==> src/core/ptoc_pkg.sv <==
package ptoc_pkg;

    // ------------------------------------------------------------------
    // Timing
    // ------------------------------------------------------------------
    localparam int unsigned CLK_PERIOD_NS  = 4;
    localparam int unsigned MIN_ON_MS      = 165;
    localparam int unsigned MIN_OFF_MS     = 33;
    localparam int unsigned ON_CYCLES      = MIN_ON_MS * 1000000 / CLK_PERIOD_NS;
    localparam int unsigned OFF_CYCLES     = MIN_OFF_MS * 1000000 / CLK_PERIOD_NS;
    localparam int unsigned TMR_W          = 26;
    localparam int unsigned SLEW_CYCLES    = 16;
    localparam int unsigned SLEW_W         = 5;
    localparam int unsigned GATE_W         = 8;
    localparam logic [GATE_W-1:0] GATE_OFF_LVL = 8'h00;
    localparam logic [GATE_W-1:0] GATE_ON_LVL  = 8'hFF;

    // ------------------------------------------------------------------
    // States
    // ------------------------------------------------------------------
    typedef enum logic [4:0] {
        ST_IDLE = 5'h01,
        ST_ON   = 5'h02,
        ST_HOLD = 5'h04,
        ST_OFF  = 5'h08,
        ST_DONE = 5'h10
    } ptoc_state_t;

endpackage

==> src/core/ptoc_gate_if.sv <==
`timescale 1ns/1ns
interface ptoc_gate_if;
    logic                      switch_on;
    logic                      kill;
    logic [ptoc_pkg::GATE_W-1:0] level;
    logic                      at_target;
    modport ctrl  (output switch_on, output kill, input level, input at_target);
    modport drive (input switch_on, input kill, output level, output at_target);
endinterface

==> src/core/ptoc_gate_slew.sv <==
`timescale 1ns/1ns
module ptoc_gate_slew (
    input  wire logic clk,
    input  wire logic reset,
    ptoc_gate_if.drive gif
);
    import ptoc_pkg::*;

    logic [SLEW_W-1:0] div_q;
    logic              tick;

    assign tick = (div_q == SLEW_W'(SLEW_CYCLES - 1));

    always_ff @(posedge clk) begin
        if (reset || tick) begin
            div_q <= '0;
        end else begin
            div_q <= div_q + 1'b1;
        end
    end

    // Equal up and down step sizes give symmetric slowed edges.
    always_ff @(posedge clk) begin
        if (reset || gif.kill) begin
            gif.level <= GATE_OFF_LVL;
        end else if (tick && gif.switch_on && gif.level != GATE_ON_LVL) begin
            gif.level <= gif.level + 1'b1;
        end else if (tick && !gif.switch_on && gif.level != GATE_OFF_LVL) begin
            gif.level <= gif.level - 1'b1;
        end
    end

    assign gif.at_target = gif.switch_on ? (gif.level == GATE_ON_LVL)
                                         : (gif.level == GATE_OFF_LVL);

endmodule // ptoc_gate_slew

==> src/core/ptoc_ctrl.sv <==
`timescale 1ns/1ns
// Behaviour
// - Enter top-off when cell first reaches regulation while charging.
// - Regulation compare is evaluated while the switch is off, and in hold while the switch is on.
// - Below regulation: switch on for at least minimum on-time.
// - Still below after on-time: stay on until regulation reached.
// - Reaching regulation after on-time: switch off for minimum off-time.
// - After off-time, switch on only if sampled cell is below regulation.
// - Minimum on-time is 165 ms.
// - Minimum off-time is 33 ms, one fifth of on-time.
// - Terminate with switch off when cell stays at regulation after off.
// - Battery removal while on turns switch off immediately.
// - Gate drive edges are slowed with equal up and down rates.
// - Input presence is monitored continuously while switch is off.
// - Input power absent while the switch is off shuts the charger down, switch off.
module ptoc_ctrl
#(
    parameter int unsigned ON_COUNT  = ptoc_pkg::ON_CYCLES,
    parameter int unsigned OFF_COUNT = ptoc_pkg::OFF_CYCLES
) (
    input  wire logic                        clk,
    input  wire logic                        reset,
    input  wire logic                        charging,
    input  wire logic                        cell_at_reg,
    input  wire logic                        cell_removed,
    input  wire logic                        input_present,
    output logic                             switch_on,
    output logic [ptoc_pkg::GATE_W-1:0]      gate_level,
    output logic                             topoff_active,
    output logic                             topoff_done,
    output logic                             shutdown
);
    import ptoc_pkg::*;

    // ------------------------------------------------------------------
    // State and timer
    // ------------------------------------------------------------------
    ptoc_state_t       state_q;
    logic [TMR_W-1:0]  tmr_q;
    logic              tmr_done;
    logic              sw_q;
    logic              kill_q;
    logic              off_phase;
    ptoc_state_t       tmr_state_q;
    logic              tmr_fresh;
    ptoc_gate_if       gif ();

    function automatic logic limit_hit(input logic [TMR_W-1:0] cnt,
                                       input int unsigned      lim);
        limit_hit = (cnt >= TMR_W'(lim - 1));
    endfunction

    assign off_phase = (state_q == ST_OFF) || (state_q == ST_DONE) || (state_q == ST_IDLE);

    // A state that was just entered must not read the count left by the state before it.
    // This matters after a removal, which leaves the on period part way through.
    assign tmr_fresh = (tmr_state_q != state_q);

    always_comb begin
        tmr_done = 1'b0;
        if (!tmr_fresh) begin
            case (state_q)
                ST_ON:   tmr_done = limit_hit(tmr_q, ON_COUNT);
                ST_OFF:  tmr_done = limit_hit(tmr_q, OFF_COUNT);
                default: tmr_done = 1'b0;
            endcase
        end
    end

    // Timer counts only in timed states and restarts on each state change.
    always_ff @(posedge clk) begin
        if (reset) begin
            tmr_q <= '0;
        end else if (tmr_fresh) begin
            tmr_q <= '0;
        end else if ((state_q == ST_ON || state_q == ST_OFF) && !tmr_done) begin
            tmr_q <= tmr_q + 1'b1;
        end else begin
            tmr_q <= '0;
        end
    end

    // Remembers which state the timer is counting for, so every entry restarts it.
    always_ff @(posedge clk) begin
        if (reset) begin
            tmr_state_q <= ST_IDLE;
        end else begin
            tmr_state_q <= state_q;
        end
    end

    // ------------------------------------------------------------------
    // Sequencer
    // ------------------------------------------------------------------
    always_ff @(posedge clk) begin
        if (reset) begin
            state_q <= ST_IDLE;
        end else if (off_phase && !input_present) begin
            state_q <= ST_IDLE;
        end else if (sw_q && cell_removed) begin
            state_q <= ST_OFF;
        end else begin
            case (state_q)
                ST_IDLE: begin
                    if (charging && cell_at_reg) begin
                        state_q <= ST_OFF;
                    end
                end
                ST_ON: begin
                    if (tmr_done) begin
                        state_q <= ST_HOLD;
                    end
                end
                ST_HOLD: begin
                    if (cell_at_reg) begin
                        state_q <= ST_OFF;
                    end
                end
                ST_OFF: begin
                    if (tmr_done) begin
                        // Sample taken with the switch off.
                        state_q <= cell_at_reg ? ST_DONE : ST_ON;
                    end
                end
                ST_DONE: begin
                    if (!charging) begin
                        state_q <= ST_IDLE;
                    end
                end
                default: state_q <= ST_IDLE;
            endcase
        end
    end

    // ------------------------------------------------------------------
    // Outputs
    // ------------------------------------------------------------------
    always_ff @(posedge clk) begin
        if (reset) begin
            sw_q   <= 1'b0;
            kill_q <= 1'b0;
        end else begin
            sw_q   <= (state_q == ST_ON || state_q == ST_HOLD) && !(sw_q && cell_removed);
            // The output register lags the command by one cycle, so both are watched.
            kill_q <= cell_removed && (sw_q || switch_on);
        end
    end

    always_ff @(posedge clk) begin
        if (reset) begin
            switch_on     <= 1'b0;
            gate_level    <= GATE_OFF_LVL;
            topoff_active <= 1'b0;
            topoff_done   <= 1'b0;
            shutdown      <= 1'b1;
        end else begin
            switch_on     <= sw_q;
            gate_level    <= gif.level;
            topoff_active <= (state_q != ST_IDLE) && (state_q != ST_DONE);
            topoff_done   <= (state_q == ST_DONE);
            shutdown      <= (state_q == ST_IDLE);
        end
    end

    assign gif.switch_on = sw_q;
    assign gif.kill      = kill_q;

    ptoc_gate_slew u_slew (
        .clk   (clk),
        .reset (reset),
        .gif   (gif.drive)
    );

endmodule // ptoc_ctrl

==> config.mk <==
export PLATFORM = sky130hd
export DESIGN_NAME = ptoc_ctrl
export DESIGN_NICKNAME = d
export VERILOG_FILES = /design/src/core/ptoc_pkg.sv /design/src/core/ptoc_gate_if.sv /design/src/core/ptoc_gate_slew.sv /design/src/core/ptoc_ctrl.sv
export SDC_FILE = /design/constraint.sdc
export NUM_CORES = 1
export LEC_CHECK = 0
export ABC_AREA = 1
export BUFFER_PORTS_ARGS = -buffer_cell sky130_fd_sc_hd__buf_2
export CORE_UTILIZATION = 55
export DETAILED_ROUTE_END_ITERATION = 10
export PLACE_DENSITY = 0.76
export SKIP_CTS_REPAIR_TIMING = 1
export SLEW_MARGIN = 20
export SYNTH_ARGS = -nofsm -noshare
export SYNTH_HDL_FRONTEND = slang
export SYNTH_SLANG_ARGS = --single-unit
==> constraint.sdc <==
create_clock -name clk -period 2.24 [get_ports clk]
set_input_delay 0.112 -clock clk [delete_from_list [all_inputs] [get_ports clk]]
set_output_delay 0.112 -clock clk [all_outputs]
set_load 0.03 [all_outputs]
==> metrics <==
Final Setup Violations=4; WL/cell=~12 µm; fill cell count=approximately 450; Initial Util=57.6%; DP Wirelength=between 4000 and 5000 µm; RSZ-0062 raised after global routing=yes; Peak VDD IR=0.608 mV; status=finished, violations left; Buffers on Ports=17; Synth Net Count=around 450; WP data required=between 2 and 2.5 ns; Clock Sinks=63; die height=slightly below 80 µm; startpoint type of the worst setup path=register; DR pass1 iterations=4; I/O Pins=18; register area share after synthesis=between 30 and 40%; share of layout cells above drive strength 1=19.7%; crit path kind=reg2reg; skew final=0.0106 ns; largest net degree at the start of global routing=24; initial antenna violation count=0; design area=3810 µm²; clk_lat worst skew=0.35 ns; final hold vios=0; clock root cell=clkbuf_8; vias in the first global route=about 2,700; share of the synthesized area in the top cell type=39.5%; Seq cells post-synth=63; Cell Area, Synth=approximately 3200 µm²; PD cells=about 750 nW/µm²; total number of vias=approximately 2,900; Placer Congestion=a little over 0.9; most frequent cells in the layout=nor2_1, nand2_1, inv_1, dfxtp_1, a21oi_1; worst slack, placed=-0.263 ns; Unique masters post-synth=40; final worst slack=-0.190 ns; top cells by area, synth=dfxtp_1, nor2_1, nand2_1, inv_1, ha_1; fin cells=between 500 and 600; max-cap violations=0; largest area contributor in the netlist=dfxtp_1; DIE AREA=around 6100 µm²; Inst Count DP=537; clock buffer count from CTS=9; Worst Path Max Fanout=4; worst slew margin relative to its limit=~64%; Final min period=2.43 ns; final period utilization=108%; Final Max Slew Viols=0; highest clock rate=about 0.41 GHz; Synth Area per Inst=around 7.3 µm²; die width=between 70 and 80 µm; core area=approximately 5500 µm²; GRT Resource Usage Total=a little under a quarter; antenna viol nets, final=0; Worst setup EP type=register; Cells after Synth=436; first-pass GRT wire length=about 11,000 µm; DRC=0; most common library cell in the layout ignoring fill and taps=nor2_1; Worst EP arrival=about 2.7 ns; area post-placement=approximately 3500 µm²; FP Rows=27; Slew @ Worst Pin=roughly 0.53 ns; Hold WC Path Type=in2reg; NumNets Final=roughly 490; clock-pin slew on the worst setup and hold paths=roughly 0.070 ns; CTS tree=yes; Synth Warn #=0; Starting DRT DRC Count=between 100 and 150; wirelength, routed=approximately 7000 µm; Area growth, synth to finish=19.4%; Clock Path Buffers=2; failing checks=setup timing; Antenna Cells=0; gr ovfl total=0; drt via density=5.17; H-tree depth=3; Leak=between 1.5 and 2 nW
stage by stage:
step / power [mW] / TNS (ns) / hold WS [ns] / utilization [%]
final: 2.87 / -0.513 / 0.0270 / 68.8
after CTS: 2.87 / -0.610 / 0.00771 / 66.6
after floorplan: 1.68 / -0.273 / 0.248 / -
after global placement: 1.77 / -0.235 / 0.362 / 62.5
after detailed placement: 1.78 / -0.556 / 0.376 / 62.5
after global routing: 3.00 / -1.27 / 0.0269 / 68.8
final cells by class:
| class | count | area [µm²] | area share [%] |
|---|---|---|---|
| sequential | 63 | 1260 | 33.2 |
| inverter | 66 | 248 | 6.50 |
| multi-input combinational | 302 | 1760 | 46.1 |
| tap | 72 | 90.1 | 2.36 |
| clock inverter | 2 | 35.0 | 0.920 |
| clock buffer | 14 | 193 | 5.06 |
| timing repair buffer | 35 | 224 | 5.88 |
cell families (layout without fill, tap and decap cells):
group / after synthesis / count (layout) / share of synthesized area [%]
xor+xnor: 17 / 17 / 4.66
fa+ha+maj: 10 / 10 / 4.16
flops: 63 / 63 / 39.5
simple gates: 226 / 226 / 34.3
buf+inv: 71 / 117 / 8.70
compound gates: 49 / 49 / 8.62
layer usage:
layer / wire length (µm) / global-route usage (%) / up-vias
met5: 0 / 0 / -
met4: 127 / 10.0 / 0
met3: 234 / 5.70 / 14
met2: 3300 / 40.0 / 58
met1: 3190 / 27.6 / 1319
li1: - / - / 1475
critical path: stages, from the launching register on:
cell and delay (ns):
dfxtp_2 0.35, ha_4 0.14, nand2_2 0.06, nor2_2 0.11
ha_2 0.20, o211ai_1 0.18, ha_1 0.42, buf_6 0.13
nand2_2 0.04, nor3_2 0.15, nand2_1 0.11, o311ai_4 0.08
nand2b_4 0.19, nand3_2 0.06, nand2_1 0.06, nor2_1 0.04
synthesized netlist by cell type:
| cell | count |
|---|---|
| nor3_1 | 11 |
| nor2_2 | 2 |
| nand3_1 | 16 |
| nand3_2 | 1 |
| o21ai_2 | 1 |
| o21ai_0 | 13 |
| inv_2 | 2 |
| o21ai_1 | 2 |
| xnor2_1 | 5 |
| and3_1 | 1 |
| nor4_1 | 2 |
| xor2_1 | 12 |
| nor2_1 | 81 |
| a31oi_1 | 4 |
| nand3b_1 | 1 |
| or2_1 | 1 |
| nand2_1 | 78 |
| o211ai_1 | 2 |
| inv_1 | 64 |
| or2_2 | 2 |
| fa_1 | 1 |
| nand4_1 | 9 |
| buf_4 | 1 |
| o21bai_1 | 1 |
| nor3_4 | 1 |
| nor3_2 | 3 |
| nand2b_1 | 1 |
| nand4_2 | 5 |
| nor3b_2 | 1 |
| a21oi_1 | 22 |
| clkbuf_1 | 3 |
| nand2_2 | 3 |
| ha_1 | 9 |
| nor3b_1 | 4 |
| dfxtp_1 | 63 |
| a22oi_2 | 1 |
| nor4_4 | 3 |
| o22ai_1 | 2 |
| o311ai_0 | 1 |
| buf_6 | 1 |
power breakdown:
| part | total, mW | leakage, nW | switching, mW | internal [mW] |
|---|---|---|---|---|
| Clock | 1.10 | 0.119 | 0.431 | 0.664 |
| Sequential | 1.25 | 0.510 | 0.0557 | 1.19 |
| Combinational | 0.533 | 1.04 | 0.349 | 0.183 |
| Total | 2.87 | 1.67 | 0.836 | 2.04 |
path summary, 6_finish.rpt:
| check | cells after the start | from | slack [ns] | end |
|---|---|---|---|---|
| worst max-delay path | 15 | u_slew.div_q[0]$_SDFF_PP0_ | -0.19 | u_slew.gif.level[7]$_SDFFE_PP0P_ |
| worst min-delay path | 3 | cell_removed | 0.03 | gif.kill$_SDFF_PP0_ |
| worst max register to register | 15 | u_slew.div_q[0]$_SDFF_PP0_ | -0.19 | u_slew.gif.level[7]$_SDFFE_PP0P_ |
| worst min register to register | 1 | tmr_q[0]$_SDFF_PP0_ | 0.45 | tmr_q[0]$_SDFF_PP0_ |
state kept, by name (all words and copies together) (netlist names), 5 cells and up:
signal,count
gate_level,8
state_q,5
tmr_q,26
u_slew.div_q,5
tmr_state_q,5
u_slew.gif.level,8
(Power assumes the default switching activity.)
